$ cat src/core/lfp_pkg.sv
// Package: register map, field positions and constants of the LED fault and protection block
package lfp_pkg;
  // ----------------------------------------------------------------
  // Register byte offsets
  // ----------------------------------------------------------------
  localparam logic [7:0] CTRL_OFS = 8'h00;
  localparam logic [7:0] THRESH_OFS = 8'h04;
  localparam logic [7:0] STATUS_OFS = 8'h08;
  localparam logic [7:0] IRQ_STATUS_OFS = 8'h0C;
  localparam logic [7:0] IRQ_MASK_OFS = 8'h10;
  localparam logic [7:0] OPEN_CH_LO_OFS = 8'h14;
  localparam logic [7:0] OPEN_CH_HI_OFS = 8'h18;
  localparam logic [7:0] SHORT_CH_LO_OFS = 8'h1C;
  localparam logic [7:0] SHORT_CH_HI_OFS = 8'h20;
  localparam logic [7:0] OPEN_LINE_LO_OFS = 8'h24;
  localparam logic [7:0] OPEN_LINE_HI_OFS = 8'h28;
  localparam logic [7:0] SHORT_LINE_LO_OFS = 8'h2C;
  localparam logic [7:0] SHORT_LINE_HI_OFS = 8'h30;
  // ----------------------------------------------------------------
  // Control fields
  // ----------------------------------------------------------------
  localparam int CTRL_GHOST_EN_BIT = 0;
  localparam int CTRL_READBACK_BIT = 1;
  localparam int CTRL_SHORT_RM_LSB = 2;
  localparam int SHORT_RM_W = 2;
  localparam logic [3:0] CTRL_RESET = 4'h0;
  localparam int THRESH_W = 24;
  localparam logic [23:0] THRESH_RESET = 24'h000000;
  // ----------------------------------------------------------------
  // Interrupt event bit positions
  // ----------------------------------------------------------------
  localparam int IRQ_W = 5;
  localparam int EV_OPEN = 0;
  localparam int EV_SHORT = 1;
  localparam int EV_REF_SHORT = 2;
  localparam int EV_THERMAL = 3;
  localparam int EV_POWER_SAVE = 4;
  // ----------------------------------------------------------------
  // Sizes
  // ----------------------------------------------------------------
  localparam int CHANNELS = 48;
  localparam int LINES = 64;
  localparam int LINE_W = 6;
  localparam int GHOST_SLOTS = 3;
  // ----------------------------------------------------------------
  // AXI responses
  // ----------------------------------------------------------------
  localparam logic [1:0] RESP_OKAY = 2'h0;
  localparam logic [1:0] RESP_SLVERR = 2'h2;
  // Reported device mode, highest priority first
  typedef enum logic [2:0] {
    LFP_MODE_INIT = 3'h0,
    LFP_MODE_THERMAL = 3'h1,
    LFP_MODE_REF_SHORT = 3'h2,
    LFP_MODE_POWER_SAVE = 3'h3,
    LFP_MODE_NORMAL = 3'h4
  } lfp_mode_e;
endpackage

$ cat src/core/lfp_fault_protect.sv
// LED fault detection, open-ghost removal and protection modes with an AXI4-Lite register slave
//
// How it works
// - Reference-short comparator low forces all channels off until it reports high.
// - Open bit per channel is one when output exceeds its colour's open threshold.
// - Open comparator result counts only while that channel is switched on.
// - Segment end latches 48 open bits and logs the scan line holding faults.
// - With removal enabled, faulted channel is off on its open line until cleared.
// - Removal covers only the first three lines with open faults.
// - Short bit per channel is one when output is below its short threshold.
// - Short comparator result counts only while that channel is switched on.
// - Segment end latches 48 short bits and logs the scan line holding faults.
// - Undervoltage enters initialization and resets every register.
// - All-zero next frame enters power saving at frame sync, channels off.
// - Any non-zero next-frame data leaves power saving at once.
// - Thermal shutdown above 170 C forces channels off, resumes below 155 C.
`timescale 1ns/1ps
module lfp_fault_protect (
  input wire logic aclk,
  input wire logic aresetn,
  // AXI4-Lite slave
  input wire logic [7:0] s_axi_awaddr,
  input wire logic s_axi_awvalid,
  output logic s_axi_awready,
  input wire logic [31:0] s_axi_wdata,
  input wire logic [3:0] s_axi_wstrb,
  input wire logic s_axi_wvalid,
  output logic s_axi_wready,
  output logic [1:0] s_axi_bresp,
  output logic s_axi_bvalid,
  input wire logic s_axi_bready,
  input wire logic [7:0] s_axi_araddr,
  input wire logic s_axi_arvalid,
  output logic s_axi_arready,
  output logic [31:0] s_axi_rdata,
  output logic [1:0] s_axi_rresp,
  output logic s_axi_rvalid,
  input wire logic s_axi_rready,
  // Analog comparators, asynchronous
  input wire logic [47:0] open_cmp,
  input wire logic [47:0] short_cmp,
  input wire logic ref_below_low,
  input wire logic ref_above_high,
  input wire logic temp_above_hot,
  input wire logic temp_below_cool,
  input wire logic supply_undervoltage,
  // Scan and display engine, same clock
  input wire logic [47:0] channel_on,
  input wire logic [5:0] scan_line,
  input wire logic segment_end,
  input wire logic frame_sync,
  input wire logic next_frame_all_zero,
  input wire logic next_frame_nonzero,
  // Outputs
  output logic [47:0] channel_output,
  output logic [23:0] threshold_codes,
  output logic [1:0] short_ghost_removal_setting,
  output logic irq
);
  // ----------------------------------------------------------------
  // Input synchronisers
  // ----------------------------------------------------------------
  logic [100:0] sync_a;
  logic [100:0] sync_b;
  logic [47:0] open_s;
  logic [47:0] short_s;
  logic ref_low_s, ref_high_s, hot_s, cool_s, uvlo_s;
  logic [95:0] on_pipe; // Lit mask aged two cycles so it lines up with the synced comparators
  // Comparators are asynchronous to aclk; only sync_b is read by logic
  always_ff @(posedge aclk) begin
    if (!aresetn) begin
      sync_a <= '0;
      sync_b <= '0;
      on_pipe <= '0;
    end else begin
      on_pipe <= {on_pipe[47:0], channel_on};
      sync_a <= {supply_undervoltage, temp_below_cool, temp_above_hot, ref_above_high,
                 ref_below_low, short_cmp, open_cmp};
      sync_b <= sync_a;
    end
  end
  assign open_s = sync_b[47:0];
  assign short_s = sync_b[95:48];
  assign ref_low_s = sync_b[96];
  assign ref_high_s = sync_b[97];
  assign hot_s = sync_b[98];
  assign cool_s = sync_b[99];
  assign uvlo_s = sync_b[100];

  // Initialization state clears everything except the bus handshake and the input synchronisers
  logic rst_regs;
  assign rst_regs = !aresetn || uvlo_s;

  // ----------------------------------------------------------------
  // Register state
  // ----------------------------------------------------------------
  logic [3:0] ctrl;
  logic [23:0] thresh;
  logic [4:0] irq_status;
  logic [4:0] irq_mask;
  logic [47:0] open_acc, short_acc, open_chan, short_chan;
  logic [63:0] open_line_log, short_line_log;
  logic ref_short, thermal, power_save, ps_pending;
  logic [4:0] events;
  logic ghost_en;
  assign ghost_en = ctrl[lfp_pkg::CTRL_GHOST_EN_BIT];

  // Bus write strobes, defined with the slave below
  logic wr_fire;
  logic [7:0] wr_addr;
  logic [31:0] wr_data;

  // Control and threshold registers; thresholds drive the analog comparators
  always_ff @(posedge aclk) begin
    if (rst_regs) begin
      ctrl <= lfp_pkg::CTRL_RESET;
      thresh <= lfp_pkg::THRESH_RESET;
      irq_mask <= '0;
    end else if (wr_fire) begin
      if (wr_addr == lfp_pkg::CTRL_OFS) ctrl <= wr_data[3:0];
      if (wr_addr == lfp_pkg::THRESH_OFS) thresh <= wr_data[23:0];
      if (wr_addr == lfp_pkg::IRQ_MASK_OFS) irq_mask <= wr_data[4:0];
    end
  end

  // ----------------------------------------------------------------
  // Fault detection per segment
  // ----------------------------------------------------------------
  // Comparator results only count while the channel conducts
  always_ff @(posedge aclk) begin
    if (rst_regs || segment_end) begin
      open_acc <= '0;
      short_acc <= '0;
    end else begin
      open_acc <= open_acc | (open_s & channel_on & on_pipe[95:48]);
      short_acc <= short_acc | (short_s & channel_on & on_pipe[95:48]);
    end
  end

  // Segment end: latch channel bits, fresh each segment, and log the line
  always_ff @(posedge aclk) begin
    if (rst_regs) begin
      open_chan <= '0;
      short_chan <= '0;
      open_line_log <= '0;
      short_line_log <= '0;
    end else if (segment_end) begin
      open_chan <= open_acc;
      short_chan <= short_acc;
      if (|open_acc) open_line_log[scan_line] <= 1'b1;
      if (|short_acc) short_line_log[scan_line] <= 1'b1;
    end
  end

  // ----------------------------------------------------------------
  // Open-ghost removal slots
  // ----------------------------------------------------------------
  logic [2:0] slot_valid;
  logic [5:0] slot_line [3];
  logic [47:0] slot_mask [3];
  logic [2:0] slot_hit_seg;
  logic [47:0] ghost_off;
  logic [47:0] slot_off [3];

  // Per-slot match against the current scan line
  genvar g;
  generate
    for (g = 0; g < lfp_pkg::GHOST_SLOTS; g++) begin : g_slot
      assign slot_hit_seg[g] = slot_valid[g] && (slot_line[g] == scan_line);
      assign slot_off[g] = (ghost_en && slot_hit_seg[g]) ? slot_mask[g] : '0;
    end
  endgenerate
  assign ghost_off = slot_off[0] | slot_off[1] | slot_off[2];

  // Slots fill in detection order; a fourth line finds no slot and is left alone
  always_ff @(posedge aclk) begin
    if (rst_regs || !ghost_en) begin
      slot_valid <= '0;
      for (int i = 0; i < lfp_pkg::GHOST_SLOTS; i++) begin
        slot_line[i] <= '0;
        slot_mask[i] <= '0;
      end
    end else if (segment_end && |open_acc) begin
      if (|slot_hit_seg) begin
        for (int i = 0; i < lfp_pkg::GHOST_SLOTS; i++) begin
          if (slot_hit_seg[i]) slot_mask[i] <= slot_mask[i] | open_acc;
        end
      end else if (!slot_valid[0]) begin
        slot_valid[0] <= 1'b1;
        slot_line[0] <= scan_line;
        slot_mask[0] <= open_acc;
      end else if (!slot_valid[1]) begin
        slot_valid[1] <= 1'b1;
        slot_line[1] <= scan_line;
        slot_mask[1] <= open_acc;
      end else if (!slot_valid[2]) begin
        slot_valid[2] <= 1'b1;
        slot_line[2] <= scan_line;
        slot_mask[2] <= open_acc;
      end
    end
  end

  // ----------------------------------------------------------------
  // Protection modes
  // ----------------------------------------------------------------
  // Hysteresis: entry and exit come from separate comparators
  always_ff @(posedge aclk) begin
    if (rst_regs) begin
      ref_short <= 1'b0;
      thermal <= 1'b0;
    end else begin
      if (ref_low_s) ref_short <= 1'b1;
      else if (ref_high_s) ref_short <= 1'b0;
      if (hot_s) thermal <= 1'b1;
      else if (cool_s) thermal <= 1'b0;
    end
  end

  // Power saving: armed by an all-zero frame, taken at frame sync, left at once
  always_ff @(posedge aclk) begin
    if (rst_regs) begin
      ps_pending <= 1'b0;
      power_save <= 1'b0;
    end else if (next_frame_nonzero) begin
      ps_pending <= 1'b0;
      power_save <= 1'b0;
    end else begin
      if (next_frame_all_zero) ps_pending <= 1'b1;
      if (frame_sync && (ps_pending || next_frame_all_zero)) begin
        power_save <= 1'b1;
        ps_pending <= 1'b0;
      end
    end
  end

  // Reported mode, highest priority first
  lfp_pkg::lfp_mode_e mode;
  always_comb begin
    case ({uvlo_s, thermal, ref_short, power_save})
      4'b0000: mode = lfp_pkg::LFP_MODE_NORMAL;
      4'b0001: mode = lfp_pkg::LFP_MODE_POWER_SAVE;
      4'b0010, 4'b0011: mode = lfp_pkg::LFP_MODE_REF_SHORT;
      default: mode = uvlo_s ? lfp_pkg::LFP_MODE_INIT : lfp_pkg::LFP_MODE_THERMAL;
    endcase
  end

  // Any single off request wins over the display engine
  always_ff @(posedge aclk) begin
    if (rst_regs) begin
      channel_output <= '0;
    end else if (ref_short || thermal || power_save) begin
      channel_output <= '0;
    end else begin
      channel_output <= channel_on & ~ghost_off;
    end
  end

  // ----------------------------------------------------------------
  // Interrupts
  // ----------------------------------------------------------------
  logic ref_short_d, thermal_d, power_save_d;
  always_ff @(posedge aclk) begin
    if (rst_regs) begin
      ref_short_d <= 1'b0;
      thermal_d <= 1'b0;
      power_save_d <= 1'b0;
    end else begin
      ref_short_d <= ref_short;
      thermal_d <= thermal;
      power_save_d <= power_save;
    end
  end
  assign events = {power_save & ~power_save_d, thermal & ~thermal_d,
                   ref_short & ~ref_short_d, segment_end & |short_acc,
                   segment_end & |open_acc};

  // Write one to clear; a new event in the clearing cycle is kept
  always_ff @(posedge aclk) begin
    if (rst_regs) begin
      irq_status <= '0;
      irq <= 1'b0;
    end else begin
      if (wr_fire && wr_addr == lfp_pkg::IRQ_STATUS_OFS) begin
        irq_status <= (irq_status & ~wr_data[4:0]) | events;
      end else begin
        irq_status <= irq_status | events;
      end
      irq <= |(irq_status & irq_mask);
    end
  end

  // ----------------------------------------------------------------
  // AXI4-Lite slave
  // ----------------------------------------------------------------
  // Fault words read as zero until readback is enabled
  function automatic logic [32:0] read_reg(input logic [7:0] a);
    logic rb;
    rb = ctrl[lfp_pkg::CTRL_READBACK_BIT];
    case (a)
      lfp_pkg::CTRL_OFS: read_reg = {1'b1, 28'h0, ctrl};
      lfp_pkg::THRESH_OFS: read_reg = {1'b1, 8'h0, thresh};
      lfp_pkg::STATUS_OFS: read_reg = {1'b1, 25'h0, mode, uvlo_s, thermal, ref_short,
                                       power_save};
      lfp_pkg::IRQ_STATUS_OFS: read_reg = {1'b1, 27'h0, irq_status};
      lfp_pkg::IRQ_MASK_OFS: read_reg = {1'b1, 27'h0, irq_mask};
      lfp_pkg::OPEN_CH_LO_OFS: read_reg = {1'b1, rb ? open_chan[31:0] : 32'h0};
      lfp_pkg::OPEN_CH_HI_OFS: read_reg = {1'b1, 16'h0, rb ? open_chan[47:32] : 16'h0};
      lfp_pkg::SHORT_CH_LO_OFS: read_reg = {1'b1, rb ? short_chan[31:0] : 32'h0};
      lfp_pkg::SHORT_CH_HI_OFS: read_reg = {1'b1, 16'h0, rb ? short_chan[47:32] : 16'h0};
      lfp_pkg::OPEN_LINE_LO_OFS: read_reg = {1'b1, rb ? open_line_log[31:0] : 32'h0};
      lfp_pkg::OPEN_LINE_HI_OFS: read_reg = {1'b1, rb ? open_line_log[63:32] : 32'h0};
      lfp_pkg::SHORT_LINE_LO_OFS: read_reg = {1'b1, rb ? short_line_log[31:0] : 32'h0};
      lfp_pkg::SHORT_LINE_HI_OFS: read_reg = {1'b1, rb ? short_line_log[63:32] : 32'h0};
      default: read_reg = {1'b0, 32'h0};
    endcase
  endfunction

  function automatic logic writable(input logic [7:0] a);
    writable = (a == lfp_pkg::CTRL_OFS) || (a == lfp_pkg::THRESH_OFS) ||
               (a == lfp_pkg::IRQ_STATUS_OFS) || (a == lfp_pkg::IRQ_MASK_OFS);
  endfunction

  // Address and data are held until both have arrived; one write at a time
  assign wr_fire = !s_axi_awready && !s_axi_wready && !s_axi_bvalid && writable(wr_addr);
  logic wr_done;
  assign wr_done = !s_axi_awready && !s_axi_wready && !s_axi_bvalid;
  always_ff @(posedge aclk) begin
    if (!aresetn) begin
      s_axi_awready <= 1'b1;
      s_axi_wready <= 1'b1;
      s_axi_bvalid <= 1'b0;
      s_axi_bresp <= lfp_pkg::RESP_OKAY;
      wr_addr <= '0;
      wr_data <= '0;
    end else begin
      if (s_axi_awvalid && s_axi_awready) begin
        s_axi_awready <= 1'b0;
        wr_addr <= {s_axi_awaddr[7:2], 2'b00};
      end
      if (s_axi_wvalid && s_axi_wready) begin
        s_axi_wready <= 1'b0;
        // Partial strobes: lanes not enabled write zero
        for (int b = 0; b < 4; b++) begin
          wr_data[8*b +: 8] <= s_axi_wstrb[b] ? s_axi_wdata[8*b +: 8] : 8'h00;
        end
      end
      if (wr_done) begin
        s_axi_bvalid <= 1'b1;
        s_axi_bresp <= writable(wr_addr) ? lfp_pkg::RESP_OKAY : lfp_pkg::RESP_SLVERR;
      end
      if (s_axi_bvalid && s_axi_bready) begin
        s_axi_bvalid <= 1'b0;
        s_axi_awready <= 1'b1;
        s_axi_wready <= 1'b1;
      end
    end
  end

  // Read answers one cycle after the address is taken
  logic [32:0] rd_word;
  always_comb rd_word = read_reg({s_axi_araddr[7:2], 2'b00});
  always_ff @(posedge aclk) begin
    if (!aresetn) begin
      s_axi_arready <= 1'b1;
      s_axi_rvalid <= 1'b0;
      s_axi_rdata <= '0;
      s_axi_rresp <= lfp_pkg::RESP_OKAY;
    end else begin
      if (s_axi_arvalid && s_axi_arready) begin
        s_axi_arready <= 1'b0;
        s_axi_rvalid <= 1'b1;
        s_axi_rdata <= rd_word[31:0];
        s_axi_rresp <= rd_word[32] ? lfp_pkg::RESP_OKAY : lfp_pkg::RESP_SLVERR;
      end else if (s_axi_rvalid && s_axi_rready) begin
        s_axi_rvalid <= 1'b0;
        s_axi_arready <= 1'b1;
      end
    end
  end

  // ----------------------------------------------------------------
  // Analog settings
  // ----------------------------------------------------------------
  always_ff @(posedge aclk) begin
    if (rst_regs) begin
      threshold_codes <= '0;
      short_ghost_removal_setting <= '0;
    end else begin
      threshold_codes <= thresh;
      short_ghost_removal_setting <= ctrl[lfp_pkg::CTRL_SHORT_RM_LSB +: lfp_pkg::SHORT_RM_W];
    end
  end
endmodule

$ cat config.mk
export PLATFORM = sky130hd
export DESIGN_NAME = lfp_fault_protect
export DESIGN_NICKNAME = d
export VERILOG_FILES = /design/src/core/lfp_pkg.sv /design/src/core/lfp_fault_protect.sv
export SDC_FILE = /design/constraint.sdc
export NUM_CORES = 2
export LEC_CHECK = 0
export BUFFER_PORTS_ARGS = -buffer_cell sky130_fd_sc_hd__buf_2
export CORE_MARGIN = 3
export CORE_UTILIZATION = 25
export CTS_CLUSTER_DIAMETER = 120
export DETAILED_ROUTE_END_ITERATION = 8
export SETUP_SLACK_MARGIN = 0.1
export SYNTH_ARGS = -nofsm -noshare
export SYNTH_HDL_FRONTEND = slang
export SYNTH_SLANG_ARGS = --single-unit
$ cat constraint.sdc
create_clock -name aclk -period 4.8 [get_ports aclk]
set_clock_uncertainty 0.15 [all_clocks]
set_input_delay 0.96 -clock aclk [delete_from_list [all_inputs] [get_ports aclk]]
set_output_delay 0.96 -clock aclk [all_outputs]
set_load 0.01 [all_outputs]
; ---- Word-level counts from Yosys, hierarchy flattened
; Memories as Yosys holds them, arrays and structs flattened.
; Cells that the tools add are included.
[word_totals]
wordCells = 230
register_bits = 812
out_inout_bits = 116
inputBits = 218
memories = 2
ram_bits = 162
[op_classes]
bitwise_logic = 39
eq_ne = 21
magnitude_cmp = 2
n_mux = 74
reduce_logical = 55
[mem_list]
columns = name, words, word_bits, read_ports, rd_ports_with_merged_regs, write_ports, line_no
row1 = slot_mask, 3, 48, 3, 0, 3, lfp_fault_protect.sv:160  ; logic [47:0] slot_mask [3];
row2 = slot_line, 3, 6, 3, 0, 3, lfp_fault_protect.sv:159  ; logic [5:0] slot_line [3];
[op_table]
columns = op, count
row1 = 2-to-1 mux 48 bit, 9
row2 = case mux 33 bit (13 select lines), 1
row3 = bitwise OR 48 bit, 7
row4 = bitwise AND 48 bit, 5
row5 = 2-to-1 mux 32 bit, 6
row6 = bitwise OR 64 bit, 2
row7 = OR reduction 48 bit, 2
row8 = inverter 48 bit, 1
row9 = 2-to-1 mux 1 bit, 45
row10 = 2-to-1 mux 16 bit, 2
row11 = == test 6 x 3 -> 1 bit (second input constant), 5
row12 = == test 6 x 4 -> 1 bit (second input constant), 5
row13 = 2-to-1 mux 8 bit, 3
row14 = == test 6 x 2 -> 1 bit (second input constant), 3
row15 = == test 6 bit, 3
row16 = logical AND 1 bit, 18
row17 = 2-to-1 mux 6 bit, 3
row18 = == test 6 x 1 -> 1 bit (second input constant), 2
row19 = AND reduction 2 bit, 6
row20 = bitwise AND 5 bit, 2
row21 = bitwise OR 5 bit, 2
row22 = logical OR 1 bit, 9
row23 = bitwise OR 1 bit, 9
row24 = case mux 3 bit (3 select lines), 1
row25 = other kinds (20), 40

; ---- Depth between registers and ports, before layout
; An unclocked memory read counts as a cell.
[depth]
depth_word = 10
ltp_mapped = 9
depth_no_buf = 5

; ---- Worst setup path after synthesis
; OpenSTA, ideal clock, no wires.
[synth_timing]
path_kind = in2reg
startpoint = input port scan_line[0]
endpoint = memory slot_mask[2][4] (netlist: slot_mask[0][100]) (enable)
arrival_ns = 4.567
setup_ns = 0.482
n_path_buf = 2
stages = 6
required_ns = 4.168
setup_slack_ns = -0.400
path_cell_list = buf_2 xnor2_1 nand4_1 or4_1 buf_2 a31oi_1
[synth_rtl]
columns = item, line_no
row1 = "start, declared", lfp_fault_protect.sv:49  ; input wire logic [5:0] scan_line,
row2 = "end, declared", lfp_fault_protect.sv:160

==> out/results.tsv <==
stage	metric	value	unit
status	status	complete, but fails checks	
status	failing checks	DRC	
synth	Top FF cell, synth	dfxtp_1	
sta	RSZ-0062 raised after global routing	false	
setup_path	most frequent CP cell	buf_4	
sta	post-route clock period utilization	77.3	%
power_and_ir_drop	LEAKAGE	18.5	nW
detailed_routing	final wirelength	116000	um
setup_path	Data arrival, critical path	4040	ps
cells_and_area	share of cells above drive strength 1	21.6	%
synth	synthesized area per cell	10.6	um2
setup_path	CP Max Fanout	27	
synth	Post-synth EDFFs	162	
detailed_routing	WL per Instance	21.0	um
clock_network	number of buffers created by CTS	104	
clock_network	Post-CTS Setup Bufs	0	
place	dpl cells	5348	
detailed_routing	drt initial violations	2640	
floorplanning	chip height	382	um
synth	Synth Warn #	0	
synth	cell count after synthesis	3350	
sta	Final Hold Fails	0	
sta	final setup fails	0	
setup_path	R2R cell count	9	
synth	sequential-to-total area share from yosys stat	59.5	%
global_route	first-pass GRT wire length	170000	um
floorplanning	I/O pin cnt	334	
clock_network	Clock Tree Buf Depth	3	
floorplanning	cell row count	137	
power_and_ir_drop	PwrDens	410	mW/mm2
floorplanning	initial cell density of the core	25.3	%
setup_path	CP max stage delay	890	ps
clock_network	Clock Sinks	972	
power_and_ir_drop	Int Power	0.0135	W
floorplanning	die width	382	um
place	GP Congestion	0.856	
setup_path	Buf/Inv on CP	4	
place	DP HPWL	80400	um
power_and_ir_drop	P_sw	0.00405	W
clock_network	# resized after CTS	0	
synth	cell area after synthesis	0.0354	mm2
setup_path	RR Endpoint	slot_mask[0][7]	
detailed_routing	DR vias/cell	4.88	
setup_path	CP max stage cell	nor4_1	
sta	max_slew headroom	22.0	%
sta	Max Transition Viols Final	0	
cells_and_area	Syn-to-layout area delta	21.1	%
global_route	vias in the first global route	25600	
place	Port Buf Inserts	318	
job	max-cap viol count	0	
setup_path	worst-path cell chain	buf_4, nor4_1, nand4_1, or3_1, a21oi_1, buf_4, a31oi_4, buf_12, buf_4	
power_and_ir_drop	clock group share of total power	47.5	%
clock_network	cts hold-fix bufs	0	
setup_path	CP Launch Type	flip-flop	
sta	Setup TNS	0	ps
setup_path	Worst Path Required	5130	ps
synth	distinct cell type count after synthesis	68	
detailed_routing	vias post-DR	27000	
power_and_ir_drop	Sw Ratio	23.0	%
setup_path	Setup Crit Path Kind	reg -> reg	
setup_path	CP delay by family, top	simple AND/OR/NAND/NOR gates	
cells_and_area	fin cells	5547	
setup_path	FF-to-FF setup slack	1090	ps
power_and_ir_drop	power share of the sequential group	48.5	%
power_and_ir_drop	Comb pwr share	4.0	%
clock_network	Reg clk slew, reported paths	60	ps
detailed_routing	DRT antenna net count	0	
floorplanning	DIE AREA	0.146	mm2
min_path	HP Class	reg -> reg	
clock_network	CTS tree	built	
setup_path	origin of the critical flop-to-flop path	open_acc[24]	
clock_network	later-pin clock latency in the skew report	740	ps
synth	ys async rst share	0	%
sta	worst slew pin tran	1160	ps
cells_and_area	nets@finish	3796	
power_and_ir_drop	VDD IR-drop max	0.000284	V
min_path	hold path startpoint	on_pipe[45]	
synth	Yosys reg bits	972	
min_path	hold path cells	1	
global_route	grt total ovfl	0	
min_path	WHS Endpoint	on_pipe[93]	
floorplanning	Core ar.	0.140	mm2
sta	minimum clock period	3710	ps
setup_path	CP Capture Type	flip-flop	
global_route	antenna violations before repair	17	
detailed_routing	TritonRoute pass-1 iters	9	
clock_network	H-tree depth reported by CTS	3	
clock_network	CTS root buffer	clkbuf_16	
global_route	GRT Util Overall	15.3	%
detailed_routing	drt drc	9	
sta	fmax	270	MHz
global_route	pin count of the biggest net entering global routing	233	
kinds of logic after synthesis:
group	Yosys count	synth area share (%)
AO/OA/AOI/OAI	681	14.6
XOR/XNOR	18	0.445
buffers and inverters	333	3.88
flip-flops	972	59.5
multiplexers	109	3.08
other	1	0.0106
AND/OR/NAND/NOR	1236	18.5
sequential cells by signal (all words and copies together) (netlist names), 64 cells and up:
signal,count
sync_a,101
on_pipe,96
slot_mask,144
sync_b,101
short_line_log,64
open_line_log,64
per-stage QoR:
| step | total power, W | util, % | hold slack [ps] | setup slack, ps | area [um2] |
|---|---|---|---|---|---|
| after floorplan | 0.00906 | - | 262 | 769 | 35500 |
| after global placement | 0.00941 | 28.0 | 264 | 779 | 39300 |
| after detailed placement | 0.00942 | 28.0 | 267 | 683 | 39300 |
| after CTS | 0.0178 | 30.6 | 205 | 1060 | 42900 |
| after global routing | 0.0181 | 30.6 | 225 | 1050 | 42900 |
| final | 0.0176 | 30.6 | 268 | 1090 | 42900 |
how the worst max path moves through the flow:
| stage | endpoint | slack [ps] | depth (start not counted) | start |
|---|---|---|---|---|
| after floorplan | slot_mask[0][100] | 770 | 6 | scan_line[0] |
| after CTS | slot_mask[0][7] | 1060 | 9 | open_acc[24] |
| final | slot_mask[0][7] | 1090 | 9 | open_acc[24] |
| after global routing | slot_mask[0][31] | 1050 | 9 | open_acc[24] |
| after detailed placement | slot_mask[0][43] | 680 | 7 | scan_line[2] |
| after global placement | slot_mask[0][40] | 780 | 7 | scan_line[2] |
metal layers:
metal  vias to the layer above  routed length (um)  track usage [%]
met2                      1137               50700             23.5
met4                         2                3510             4.49
met3                       205                9170             3.30
li1                      12600                   -                -
met1                     13100               52900             21.4
met5                         -                  11                0
Yosys cell counts, types with 3 or more instances:
library cell | n | share of area (%)
and2_1 | 335 | 5.9
nand3b_1 | 9 | 0.19
a21oi_1 | 87 | 1.2
xor2_1 | 9 | 0.22
or3_1 | 6 | 0.11
a2111oi_0 | 4 | 0.099
dfxtp_1 | 810 | 46
and3_1 | 15 | 0.26
inv_1 | 16 | 0.17
o22ai_1 | 13 | 0.23
nor4b_1 | 3 | 0.074
xnor2_1 | 9 | 0.22
a222oi_1 | 33 | 0.93
edfxtp_1 | 162 | 14
a22oi_1 | 37 | 0.78
nor2_1 | 328 | 3.5
nand4_1 | 63 | 1.1
o21ai_0 | 35 | 0.49
nand2b_1 | 11 | 0.19
a211oi_1 | 5 | 0.11
nand3_1 | 124 | 1.8
a221oi_1 | 51 | 1.3
nor2b_1 | 4 | 0.071
nor3_1 | 23 | 0.32
buf_1 | 34 | 0.36
or2_2 | 149 | 2.6
nand2_1 | 115 | 1.2
o311a_1 | 144 | 4.1
a31oi_1 | 189 | 3.3
clkbuf_2 | 13 | 0.18
buf_2 | 38 | 0.54
nor3b_1 | 3 | 0.064
buf_4 | 10 | 0.21
a22o_1 | 49 | 1.2
buf_6 | 3 | 0.095
nor4_1 | 28 | 0.49
clkbuf_1 | 219 | 2.3
mux2i_1 | 108 | 3.1
a21o_1 | 17 | 0.36
power by group through the flow:
stage                     logic [W]  clock network, W  registers, W
final                      0.000711           0.00835       0.00852
after global routing       0.000777           0.00884       0.00853
after CTS                  0.000718           0.00855       0.00852
after detailed placement   0.000715                 0       0.00870
after global placement     0.000710                 0       0.00870
after floorplan            0.000391                 0       0.00866
worst register-to-register path: cells and delay by family (launching register included):
kind            cells  cell delay [ps]
buf+inv             4              750
compound gates      2              290
flops               1              290
simple gates        3             1980
cell type report:
class                           count  area, um2
Clock inverter                     46        567
Sequential cell                   972      21100
Inverter                           16       60.1
Antenna cell                        6       15.0
Timing Repair Buffer              438       2650
Clock buffer                      147       3060
Tap cell                         1876       2350
Fill cell                       14400      97100
Multi-Input combinational cell   2046      13100
cells in the final DEF, fill, tap and decap left out, drive strengths merged, types with 25 or more instances in the layout:
cell and instances:
nor2 330, a21oi 87, edfxtp 162, clkinv 32, buf 437, o311a 144
nor4 29, nand3 124, a31oi 190, mux2i 108, a22oi 37, a222oi 33
and2 335, clkbuf 148, a221oi 51, a22o 49, o21ai 37, nand4 63
dfxtp 810, nor3 25, nand2 115, or2 149
Power figures use the tool's default switching activity.
